===== src/design/rtsp_pkg.sv =====
// Package of constants shared by both ends of the three-wire serial link, and of the host state type.
package rtsp_pkg;
    localparam int          RTSP_BYTE_BITS    = 8;
    localparam int          RTSP_ADDR_BITS    = 4;
    localparam int          RTSP_RW_BIT       = 7;
    localparam int          RTSP_SUB_HI       = 6;
    localparam int          RTSP_SUB_LO       = 4;
    localparam logic [2:0]  RTSP_SUB_VALID    = 3'h1;
    localparam logic        RTSP_DIR_WRITE    = 1'b0;
    localparam logic        RTSP_DIR_READ     = 1'b1;
    localparam int          RTSP_NUM_REGS     = 16;
    localparam int          RTSP_CLK_HZ       = 40_000_000;
    localparam int          RTSP_WDOG_MS      = 1000;
    localparam int          RTSP_WDOG_CYCLES  = (RTSP_CLK_HZ / 1000) * RTSP_WDOG_MS;
    localparam int          RTSP_SCK_HALF     = 4;
    localparam logic [7:0]  RTSP_REG_RESET    = 8'h00;
    localparam logic [2:0]  RTSP_BIT_LAST     = 3'h7;
    localparam logic [2:0]  RTSP_BIT_FIRST    = 3'h0;

    typedef enum logic [2:0] {
        RTSP_H_IDLE,
        RTSP_H_SEL,
        RTSP_H_LOW,
        RTSP_H_HIGH,
        RTSP_H_DONE
    } rtsp_hstate_t;
endpackage : rtsp_pkg


===== src/design/rtsp_if.sv =====
// Interface carrying the chip select, serial clock and data lines between host and device.
interface rtsp_if;
    logic chip_select;
    logic serial_clock;
    logic serial_data_in;
    logic serial_data_out;
    logic serial_data_out_oe;

    modport device (
        input  chip_select,
        input  serial_clock,
        input  serial_data_in,
        output serial_data_out,
        output serial_data_out_oe
    );

    modport host (
        output chip_select,
        output serial_clock,
        output serial_data_in,
        input  serial_data_out,
        input  serial_data_out_oe
    );
endinterface : rtsp_if


===== src/design/rtsp_device.sv =====
// Device end of the three-wire serial link with a small register file.
module rtsp_device
    import rtsp_pkg::*;
#(
    parameter int WDOG_CYCLES = RTSP_WDOG_CYCLES
) (
    input  wire logic                    clock,
    input  wire logic                    resetn,
    rtsp_if.device                       link,
    input  wire logic [RTSP_ADDR_BITS-1:0] user_rd_index,
    output logic      [7:0]              user_rd_data,
    output logic                         counting_frozen,
    output logic                         watchdog_fired
);
    typedef struct packed {
        logic [1:0]                cs_sync;
        logic [1:0]                sck_sync;
        logic [1:0]                sdi_sync;
        logic                      sck_prev;
        logic                      sampled;
        logic [7:0]                shift;
        logic [2:0]                bitcnt;
        logic                      have_cmd;
        logic                      dir;
        logic                      ignore;
        logic                      locked;
        logic [RTSP_ADDR_BITS-1:0] addr;
        logic [7:0]                tx;
        logic                      oe;
        logic [31:0]               wdog;
        logic                      fired;
        logic [RTSP_NUM_REGS-1:0][7:0] regs;
    } rtsp_dev_state_t;

    rtsp_dev_state_t st_reg;
    rtsp_dev_state_t st_next;

    logic cs;
    logic sck;
    logic rise;
    logic fall;
    logic [7:0] byte_in;

    assign cs   = st_reg.cs_sync[1];
    assign sck  = st_reg.sck_sync[1];
    assign rise = cs && sck && !st_reg.sck_prev;
    assign fall = cs && !sck && st_reg.sck_prev;
    assign byte_in = {st_reg.shift[6:0], st_reg.sampled};

    always_comb begin
        st_next = st_reg;
        st_next.cs_sync  = {st_reg.cs_sync[0], link.chip_select};
        st_next.sck_sync = {st_reg.sck_sync[0], link.serial_clock};
        st_next.sdi_sync = {st_reg.sdi_sync[0], link.serial_data_in};
        st_next.sck_prev = sck;
        st_next.fired    = 1'b0;
        if (!cs) begin
            // Registers survive; only the interface state is cleared.
            st_next.bitcnt   = RTSP_BIT_FIRST;
            st_next.have_cmd = 1'b0;
            st_next.ignore   = 1'b0;
            st_next.locked   = 1'b0;
            st_next.oe       = 1'b0;
            st_next.wdog     = '0;
        end else if (!st_reg.locked) begin
            if (rise) begin
                st_next.sampled = st_reg.sdi_sync[1];
            end
            if (fall) begin
                st_next.shift  = byte_in;
                st_next.bitcnt = st_reg.bitcnt + 3'h1;
                if (st_reg.bitcnt == RTSP_BIT_LAST) begin
                    if (!st_reg.have_cmd) begin
                        st_next.have_cmd = 1'b1;
                        st_next.dir      = byte_in[RTSP_RW_BIT];
                        st_next.addr     = byte_in[RTSP_ADDR_BITS-1:0];
                        st_next.ignore   = byte_in[RTSP_SUB_HI:RTSP_SUB_LO]
                                           != RTSP_SUB_VALID;
                        if (byte_in[RTSP_RW_BIT] == RTSP_DIR_READ) begin
                            st_next.tx = st_reg.regs[byte_in[RTSP_ADDR_BITS-1:0]];
                        end
                    end else if (!st_reg.ignore) begin
                        if (st_reg.dir == RTSP_DIR_WRITE) begin
                            st_next.regs[st_reg.addr] = byte_in;
                        end else begin
                            st_next.tx = st_reg.regs[st_reg.addr + 4'h1];
                        end
                        st_next.addr = st_reg.addr + 4'h1;
                    end
                end else if (st_reg.have_cmd && st_reg.dir == RTSP_DIR_READ) begin
                    st_next.tx = {st_reg.tx[6:0], 1'b0};
                end
                // Drive only in a valid read data phase.
                st_next.oe = (st_reg.bitcnt == RTSP_BIT_LAST && !st_reg.have_cmd)
                           ? (byte_in[RTSP_RW_BIT] == RTSP_DIR_READ
                              && byte_in[RTSP_SUB_HI:RTSP_SUB_LO] == RTSP_SUB_VALID)
                           : st_reg.oe;
            end
            if (st_reg.have_cmd && !st_reg.ignore) begin
                // Counts only after a valid subaddress; lock until select drops.
                if (st_reg.wdog >= 32'(WDOG_CYCLES)) begin
                    st_next.locked = 1'b1;
                    st_next.oe     = 1'b0;
                    st_next.fired  = 1'b1;
                end else begin
                    st_next.wdog = st_reg.wdog + 32'h1;
                end
            end
        end
    end

    always_ff @(posedge clock or negedge resetn) begin
        if (!resetn) begin
            st_reg <= '0;
        end else begin
            st_reg <= st_next;
        end
    end

    assign link.serial_data_out    = st_reg.tx[RTSP_BYTE_BITS-1];
    assign link.serial_data_out_oe = st_reg.oe;
    assign user_rd_data            = st_reg.regs[user_rd_index];
    // Time keeping outside would stall on this level.
    assign counting_frozen = cs && st_reg.have_cmd && !st_reg.ignore && !st_reg.locked;
    assign watchdog_fired  = st_reg.fired;
endmodule : rtsp_device


===== src/flat_wrapper.sv =====
// flat-port wrapper written by rule: the top's interface ports become plain ports
module rtsp_device_flat import rtsp_pkg::*;
#(
    parameter int WDOG_CYCLES = RTSP_WDOG_CYCLES
)
  (clock, resetn, user_rd_index, user_rd_data, counting_frozen, watchdog_fired, link_chip_select, link_serial_clock, link_serial_data_in, link_serial_data_out, link_serial_data_out_oe);
  rtsp_if link_i ();
  input  wire logic clock;
  input  wire logic resetn;
  input  wire logic [RTSP_ADDR_BITS-1:0] user_rd_index;
  output logic      [7:0] user_rd_data;
  output logic counting_frozen;
  output logic watchdog_fired;
  input wire logic [$bits(link_i.chip_select)-1:0] link_chip_select;
  input wire logic [$bits(link_i.serial_clock)-1:0] link_serial_clock;
  input wire logic [$bits(link_i.serial_data_in)-1:0] link_serial_data_in;
  output wire logic [$bits(link_i.serial_data_out)-1:0] link_serial_data_out;
  output wire logic [$bits(link_i.serial_data_out_oe)-1:0] link_serial_data_out_oe;
  assign link_i.chip_select = link_chip_select;
  assign link_i.serial_clock = link_serial_clock;
  assign link_i.serial_data_in = link_serial_data_in;
  assign link_serial_data_out = link_i.serial_data_out;
  assign link_serial_data_out_oe = link_i.serial_data_out_oe;
  rtsp_device #(.WDOG_CYCLES(WDOG_CYCLES)) u_core (.clock(clock), .resetn(resetn), .link(link_i), .user_rd_index(user_rd_index), .user_rd_data(user_rd_data), .counting_frozen(counting_frozen), .watchdog_fired(watchdog_fired));
endmodule

===== config.mk =====
export PLATFORM = sky130hd
export DESIGN_NAME = rtsp_device_flat
export DESIGN_NICKNAME = d
export VERILOG_FILES = /design/src/design/rtsp_pkg.sv /design/src/design/rtsp_if.sv /design/src/design/rtsp_device.sv /design/src/flat_wrapper.sv
export SDC_FILE = /design/constraint.sdc
export NUM_CORES = 1
export LEC_CHECK = 0
export BUFFER_PORTS_ARGS = -buffer_cell sky130_fd_sc_hd__buf_2
export CORE_UTILIZATION = 34
export CTS_CLUSTER_DIAMETER = 40
export DETAILED_ROUTE_END_ITERATION = 12
export PLACE_DENSITY = 0.49
export SKIP_CTS_REPAIR_TIMING = 1
export SYNTH_ARGS = -nofsm -noshare
export SYNTH_HDL_FRONTEND = slang
export SYNTH_SLANG_ARGS = --single-unit

===== constraint.sdc =====
create_clock -name clock -period 10 [get_ports clock]
set_input_delay 3 -clock clock [delete_from_list [all_inputs] [get_ports clock]]
set_output_delay 3 -clock clock [all_outputs]
set_load 0.05 [all_outputs]

Word level (Yosys, flattened, before mapping)
Index checks and enable logic that the tools add are counted.
Word-level totals
  output and inout bits: 12
  ROM bits: 0
  bits in latches: 0
  logic and storage cells: 122
  bits in registers: 196
  input bits: 9
  memories: 0
  memory bits (writable): 0
Cells by class
  divide/modulo/power cells: 0
  eq/ne operators: 13
  $lt $le $gt $ge: 6
  reductions and logical operators: 28
  bitwise logic cells: 4
  shift operators: 0
  add/sub/neg operators: 3
  mux-type cells: 36
  $mul: 0
Operators with widths (count)
  $mux W128: 5
  $mux W181: 1
  $mux W129: 1
  $bwmux W128: 1
  $bmux W8 S4: 3
  $mux W8: 8
  $mux W34: 1
  $mux W33: 1
  $add A32 B1 Y32 const B: 1
  $demux W8 S4: 1
  $ge A32 B26 Y1 const B: 1
  $mux W32: 1
  $mux W12: 2
  $lt A4 B5 Y1 const B: 4
  $ne A2 B2 Y1 const B: 7
  $reduce_and A7 Y1: 2
  $mux W13: 1
  $logic_and A1 B1 Y1: 12
  $reduce_and A3 Y1: 4
  $reduce_and A5 Y1: 2
  $mux W4: 2
  $mux W6: 1
  $ne A3 B1 Y1 const B: 2
  $ne A3 B3 Y1 const B: 2
  13 further kinds: 24

Longest topological paths before layout
Gate-level depths: netlist of the first run.
  depth after elaboration: 12
  mapped depth: 11
  gate-level depth less buffers: 8

Worst setup path after synthesis of the first run
OpenSTA, ideal clock, no wires.
  path type: input to output
  from: input user_rd_index[0]
  to: output user_rd_data[0]
  data required time: 7.000 ns
  slack: 2.328 ns
  buffers on the path: 2
  stages: 4
  arrival time: 4.672 ns
  path through: clkbuf_1 buf_2 mux4_2 mux4_2
Between the ends
  cells in the longest elaborated chain, start to end: 2
Ends and longest elaborated chain
  start, declared: RTL line flat_wrapper.sv:10  | input wire logic [RTSP_ADDR_BITS-1:0] user_rd_index;
  $bmux W8 S4: RTL line rtsp_device.sv:122  | assign user_rd_data = st_reg.regs[user_rd_index];
  $mux W8 (implied by the code): RTL line rtsp_device.sv:122
  end, declared: RTL line flat_wrapper.sv:11  | output logic [7:0] user_rd_data;
Every way passes these cells. The select of a mux whose other input is x is not followed.

Final worst setup path of the first run
  from: input user_rd_index[0]
  to: output user_rd_data[7]
Same word-level chain as after synthesis.

==> flow_metrics.env, run 1 <==
export IMPL_clockRootBuffer="clkbuf_16"
export IMPL_yosysUniqueCellTypes=59
export IMPL_worst_ep_required_time_ps=7000
export IMPL_worstSkewPairLatency_ps=460
export IMPL_arrival_ps=5290
export IMPL_first_iter_violations=587
export IMPL_clock_sinks=196
export IMPL_die_w_um=183
export IMPL_rsz0062_at_grt="false"
export IMPL_synth_edf_count=0
export IMPL_fin_crit_sh_pct=82.9
export IMPL_grt_pass1_vias=7267
export IMPL_setup_viol=0
export IMPL_synth_net_count=854
export IMPL_worst_slew_pin_slew_ps=1170
export IMPL_slowest_delay_ps=860
export IMPL_cp_max_fo=32
export IMPL_die_height_um=183
export IMPL_cts_tree="built"
export IMPL_gr_total_overflow=0
export IMPL_initial_core_util_pct=34.5
export IMPL_fin_crit_ps=8290
export IMPL_syn_inst=837
export IMPL_crit_family="multiplexers"
export IMPL_drv_cap=0
export IMPL_antenna_left=0
export IMPL_yosysWarnings=0
export IMPL_clk_pin_slew_ps=80
export IMPL_grt_usage_pct=19.3
export IMPL_worstSetupStartpointType="input port"
export IMPL_p_total_uw=1770
export IMPL_grt_pass1_wl_um=47500
export IMPL_drive_above_1_share_pct=40.0
export IMPL_critical_path_cell_chain="buf_2, mux4_2, mux4_2, buf_2"
export IMPL_routed_via_density=5.66
export IMPL_syn_area_per_cell_um2=13.4
export IMPL_drc=0
export IMPL_critPathSlowestCell="buf_2"
export IMPL_gp_congestion=0.778
export IMPL_power_leakage_uw=0.00512
export IMPL_clk_path_buf_depth=2
export IMPL_status="finished, final reports clean"
export IMPL_routed_wl_um=30500
export IMPL_synthFlopType="dfrtp_1"
export IMPL_place_hpwl_um=19000
export IMPL_slew_viol_final=0
export IMPL_fin_skew_ps=16.2
export IMPL_critPathKind="in -> out"
export IMPL_final_fill_count=3129
export IMPL_fp_row_count=66
export IMPL_antenna_found_initial=0
export IMPL_power_density_nw_per_um2=144
export IMPL_ir_drop_uv=137
export IMPL_cts_buffers=17
export IMPL_max_freq_mhz=121
export IMPL_nNetsFinal=841
export IMPL_dieArea_um2=33600
export IMPL_syn_area_um2=11200
export IMPL_htree_levels=4
export IMPL_max_slew_margin_pct=21.7
export IMPL_grt_max_degree=77
export IMPL_end_kind="output pin"
export IMPL_cp_buffers_inverters=2
export IMPL_syn_to_final_growth_pct=9.66
export IMPL_hold_violations=0
export IMPL_vias=7240
export IMPL_portBuffers=20
export IMPL_dr_pass1_iters=5
export IMPL_n_antenna_cell=0
export IMPL_io_pins=21
export IMPL_hold_path_class="reg -> reg"
export IMPL_async_flop_share_pct=100
export IMPL_setup_tns_ps=0
export IMPL_ys_ff_latch=196
export IMPL_yosysSeqAreaShare_pct=43.8
export IMPL_wire_per_inst_um=23.8
export IMPL_coreArea_um2=32500
-- cell usage in the layout, fill, tap and decap left out, drive strengths merged, types with 2 or more instances in the layout --
cell / count
dfrtp: 196
mux2: 145
mux4: 105
nand2: 70
nor2: 33
buf: 28
inv: 27
a21oi: 25
o21ai: 20
clkbuf: 18
nand3: 16
mux2i: 15
nand2b: 11
and2: 10
or4: 10
o31ai: 9
nor4: 9
ha: 8
nor3: 8
a22oi: 7
o32a: 6
xnor2: 5
xor2: 5
nand4: 5
clkinv: 5
or3: 4
nor2b: 4
nor3b: 3
a22o: 3
and3: 3
o22ai: 3
o211ai: 2
clkinvlp: 2
or2: 2
-- report_power, final --
group / total (µW) / switching [µW] / internal, µW
sequential: 885 / 79.7 / 806
clock: 724 / 364 / 360
combinational: 163 / 96.8 / 66.3
-- through the flow --
step	setup WS (ps)	utilization (%)	hold slack, ps	instances	area, µm²
after floorplan	2330	-	331	837	11200
after detailed placement	1660	35.9	341	1247	11700
after CTS	1670	37.8	360	1279	12300
after global placement	1740	35.9	333	1247	11700
final	1710	37.8	356	1279	12300
after global routing	1530	37.8	373	1279	12300
-- worst paths after layout --
check                                          from                         end  slack [ps]  cells after the start
worst min register to register  u_core.st_next[196]                   u_core.cs         360                      0
min in group asynchronous                    resetn          u_core.st_reg[129]        2530                      1
worst max-delay path               user_rd_index[0]             user_rd_data[7]        1710                      4
max in group asynchronous                    resetn  asynchronous set/reset pin        6090                      2
worst min-delay path            u_core.st_next[196]                   u_core.cs         360                      0
worst max register to register   u_core.st_reg[170]          u_core.st_reg[162]        6370                      8
-- Yosys cell counts, types with 11 or more instances --
master      n  area [µm²]
a21oi_1    25         125
mux4_2    105        2360
nand2_1    69         259
mux2i_1    15         150
buf_2      22         110
mux2_2    142        1600
dfrtp_1   196        4900
clkbuf_1   34         128
nand2b_1   11        68.8
o21ai_0    18        90.1
nor2_1     24        90.1
inv_1      20        75.1
nand3_1    16        80.1
-- cell families (layout without fill, tap and decap cells) --
logic type                 after synthesis  after routing  synth area share (%)
muxes                                  265            265                  37.1
xor gates and xnor gates                10             10                 0.783
DFF                                    196            196                  43.8
and+or+nand+nor                        190            190                  9.30
AOI/OAI and AO/OA                       87             87                  5.11
buffers and inverters                   81             81                  3.03
adders and majority gates                8              8                 0.894
-- area by class of cell --
type	count	area [µm²]	area share [%]
inverter	20	75.1	0.612
clock inverter	15	185	1.51
clock buffer	17	425	3.47
multi-input combinational	560	5950	48.5
tap	442	553	4.51
timing repair buffer	29	176	1.44
sequential	196	4910	40.0
-- per-layer routing --
metal  vias up  global-route usage (%)  routed length (µm)
li1       3167                       -                   -
met1      3865                    25.7               13500
met2       174                    31.7               15100
met3        34                    3.65                1300
met4         0                    6.03                 615
met5         -                       0                   0
(Power assumes the default switching activity.)
==> run 2, diff against run 1 <==
Settings changed: ABC_AREA from default to 1.
Clock period 10 ns to 8.41 ns, I/O delays scaled along.
==> run 2 against run 1 <==
Net effect: synthesized cell count grew 120%; sequential cell count stayed put; via count grew 67%; global-route usage rose by 4.4 points; register-to-register slack got worse by 1400 ps; highest routed layer unchanged; clock power increased by 16%; wire length increased by 42%; design area is 9.0% higher; largest power group unchanged; non-clock buffer count increased by 11; first-iteration DRC count is 90% higher; the run now ends with DRC left.
==> flow_metrics.env, run 2 <==
export IMPL_synth_edf_count=0
export IMPL_die_w_um=193
export IMPL_muxShareOfSynthArea_pct=0
export IMPL_netlist_area_leader_share_pct=39.4
export IMPL_place_hpwl_um=27900
export IMPL_p_clk_share_pct=37.8
export IMPL_power_leakage_uw=0.00615
export IMPL_final_fill_count=3801
export IMPL_hold_violations=0
export IMPL_grt_pass1_wl_um=68500
export IMPL_fin_crit_sh_pct=83.0
export IMPL_cp_max_fo=36
export IMPL_yosys_top_cells_area="dfrtp_1 (39%), nand2_1 (17%), nand3_1 (11%), o21ai_0 (9.2%), inv_1 (5.9%)"
export IMPL_async_flop_share_pct=100
export IMPL_dpl_instance_area_um2=12800
export IMPL_yosysSeqAreaShare_pct=39.4
export IMPL_dieArea_um2=37400
export IMPL_gr_total_overflow=0
export IMPL_clockRootBuffer="clkbuf_16"
export IMPL_yosysMostFrequentCell="nand2_1"
export IMPL_antenna_found_initial=0
export IMPL_routed_wl_um=43200
export IMPL_syn_area_um2=12500
export IMPL_synth_adder_area_share_pct=0.804
export IMPL_synth_top_family_by_area="simple AND/OR/NAND/NOR gates"
export IMPL_timing_final_ws_setup_ps=1430
export IMPL_n_antenna_cell=0
export IMPL_critPathKind="in -> out"
export IMPL_grt_use_met3_pct=3.52
export IMPL_hold_path_end="u_core.cs"
export IMPL_clock_sinks=196
export IMPL_fp_row_count=69
export IMPL_die_height_um=193
export IMPL_reg2reg_from="u_core.st_reg[170]"
export IMPL_status="complete, but fails checks"
export IMPL_worst_ep_required_time_ps=5890
export IMPL_clk_pin_slew_ps=70
export IMPL_vias=12100
export IMPL_hold_worst_slack_ps=355
export IMPL_ir_drop_uv=136
export IMPL_routed_via_density=5.36
export IMPL_hold_path_class="reg -> reg"
export IMPL_fin_skew_ps=18.8
export IMPL_initial_core_util_pct=34.8
export IMPL_portBuffers=20
export IMPL_drv_cap=0
export IMPL_worst_r2r_setup_slack_ps=5000
export IMPL_end_kind="output pin"
export IMPL_synthFlopType="dfrtp_1"
export IMPL_gp_congestion=0.889
export IMPL_met2_usage_pct=36.5
export IMPL_setup_viol=0
export IMPL_synth_top_area_cell="dfrtp_1"
export IMPL_power_density_nw_per_um2=166
export IMPL_grt_met1_usage_pct=33.4
export IMPL_syn_inst=1849
export IMPL_coreArea_um2=35800
export IMPL_seq_power_share_pct=43.6
export IMPL_critical_path_cell_chain="buf_2, buf_4, o21ai_0, a21oi_1, o22ai_1, o21ai_0, buf_2"
export IMPL_io_pins=21
export IMPL_grt_usage_pct=23.7
export IMPL_yosysWarnings=0
export IMPL_synth_compound_area_share_pct=15.6
export IMPL_slew_viol_final=0
export IMPL_synth_xor_area_share_pct=0.352
export IMPL_worstReg2RegEnd="u_core.st_reg[164]"
export IMPL_slowest_delay_ps=550
export IMPL_cts_buffers=17
export IMPL_synth_net_count=1866
export IMPL_clk_path_buf_depth=2
export IMPL_drc=1
export IMPL_violations="DRC"
export IMPL_pre_cts_slack_ps=1450
export IMPL_cts_tree="built"
export IMPL_cellInternalPower_uw=1460
export IMPL_grt_max_degree=92
export IMPL_worst_hold_path_num_cells=0
export IMPL_final_common_cell="nand2_1"
export IMPL_yosysUniqueCellTypes=34
export IMPL_synth_simple_area_share_pct=33.6
export IMPL_first_iter_violations=1116
export IMPL_worstSetupStartpointType="input port"
export IMPL_final_cell_mix="nand2_1 (559), nand3_1 (269), o21ai_0 (230)"
export IMPL_nNetsFinal=1806
export IMPL_max_slew_margin_pct=22.2
export IMPL_wire_per_inst_um=19.1
export IMPL_rsz0062_at_grt="false"
export IMPL_syn_to_final_growth_pct=7.40
export IMPL_htree_levels=4
export IMPL_arrival_ps=4460
export IMPL_dr_pass1_iters=10
export IMPL_pwr_share_comb_pct=18.6
export IMPL_grt_pass1_vias=11400
export IMPL_hp_start="u_core.st_next[196]"
export IMPL_switching_share_pct=34.1
export IMPL_worstSkewPairLatency_ps=470
export IMPL_r2r_cells=10
export IMPL_max_freq_mhz=143
export IMPL_design_area_um2=13400
export IMPL_worst_slew_pin_slew_ps=1170
export IMPL_switching_power_uw=758
export IMPL_antenna_left=0
export IMPL_fin_crit_ps=6980
export IMPL_yosys_top_cells_count="nand2_1 (559), nand3_1 (269), o21ai_0 (230), dfrtp_1 (196), inv_1 (195)"
export IMPL_setup_tns_ps=0
export IMPL_syn_area_per_cell_um2=6.73
export IMPL_ys_ff_latch=196
export IMPL_drive_above_1_share_pct=5.33
export IMPL_critPathSlowestCell="buf_2"
export IMPL_top_usage_layer="met2"
run 2: cell count changes in the layout (fill, tap and decap cells not counted), moves of 105 or more:
cell / change
nand3_1: +253
o21ai_0: +212
mux2_2: -142
mux4_2: -105
nand2_1: +490
inv_1: +175
run 2: routing by layer:
layer / part of all wire [%] / routed length [µm]
met1: 47 / 20200
met2: 44 / 19100
met3: 6.0 / 2580
met4: 3.0 / 1280
met5: 0 / 0
run 2: power groups by stage:
stage,Combinational [µW],Sequential (µW),Clock (µW)
5_1_grt,449,968,894
3_5_place_dp,409,985,0
6_report,412,967,840
4_1_cts,410,967,864
3_3_place_gp,407,985,0
2_1_floorplan,244,976,0
run 2: worst max path at each step:
| stage | from | end | slack (ps) |
|---|---|---|---|
| 2_1_floorplan | user_rd_index[0] | user_rd_data[7] | 1410 |
| 3_3_place_gp | user_rd_index[1] | user_rd_data[3] | 1480 |
| 3_5_place_dp | user_rd_index[1] | user_rd_data[3] | 1450 |
| 4_1_cts | user_rd_index[1] | user_rd_data[3] | 1440 |
| 5_1_grt | user_rd_index[1] | user_rd_data[3] | 1330 |
| 6_report | user_rd_index[1] | user_rd_data[3] | 1430 |
run 2: critical path, delay by kind of cell:
| kind | cells | cell delay (ps) |
|---|---|---|
| AOI/OAI and AO/OA | 4 | 670 |
| buffers and inverters | 3 | 1240 |
run 2: cell type report:
type	instances	area, µm²	area share, %
multi-input combinational	1331	6270	46.9
sequential	196	4910	36.7
inverter	203	767	5.74
tap	461	577	4.31
clock buffer	18	429	3.21
timing repair buffer	40	275	2.06
clock inverter	14	143	1.07
run 2: cell families (layout without fill, tap and decap cells):
kind of cell | Yosys count | after routing
AND/OR/NAND/NOR | 953 | 953
AO/OA/AOI/OAI | 365 | 365
buffers and inverters | 322 | 275
flip-flops | 196 | 196
adder cells (fa/ha/maj) | 8 | 8
XOR/XNOR | 5 | 5
run 2: stage by stage:
stage	util (%)	cells	power, µW
2_1_floorplan	-	1849	1220
3_3_place_gp	35.7	2231	1390
3_5_place_dp	35.7	2231	1390
4_1_cts	37.3	2263	2240
5_1_grt	37.3	2263	2310
6_report	37.3	2263	2220
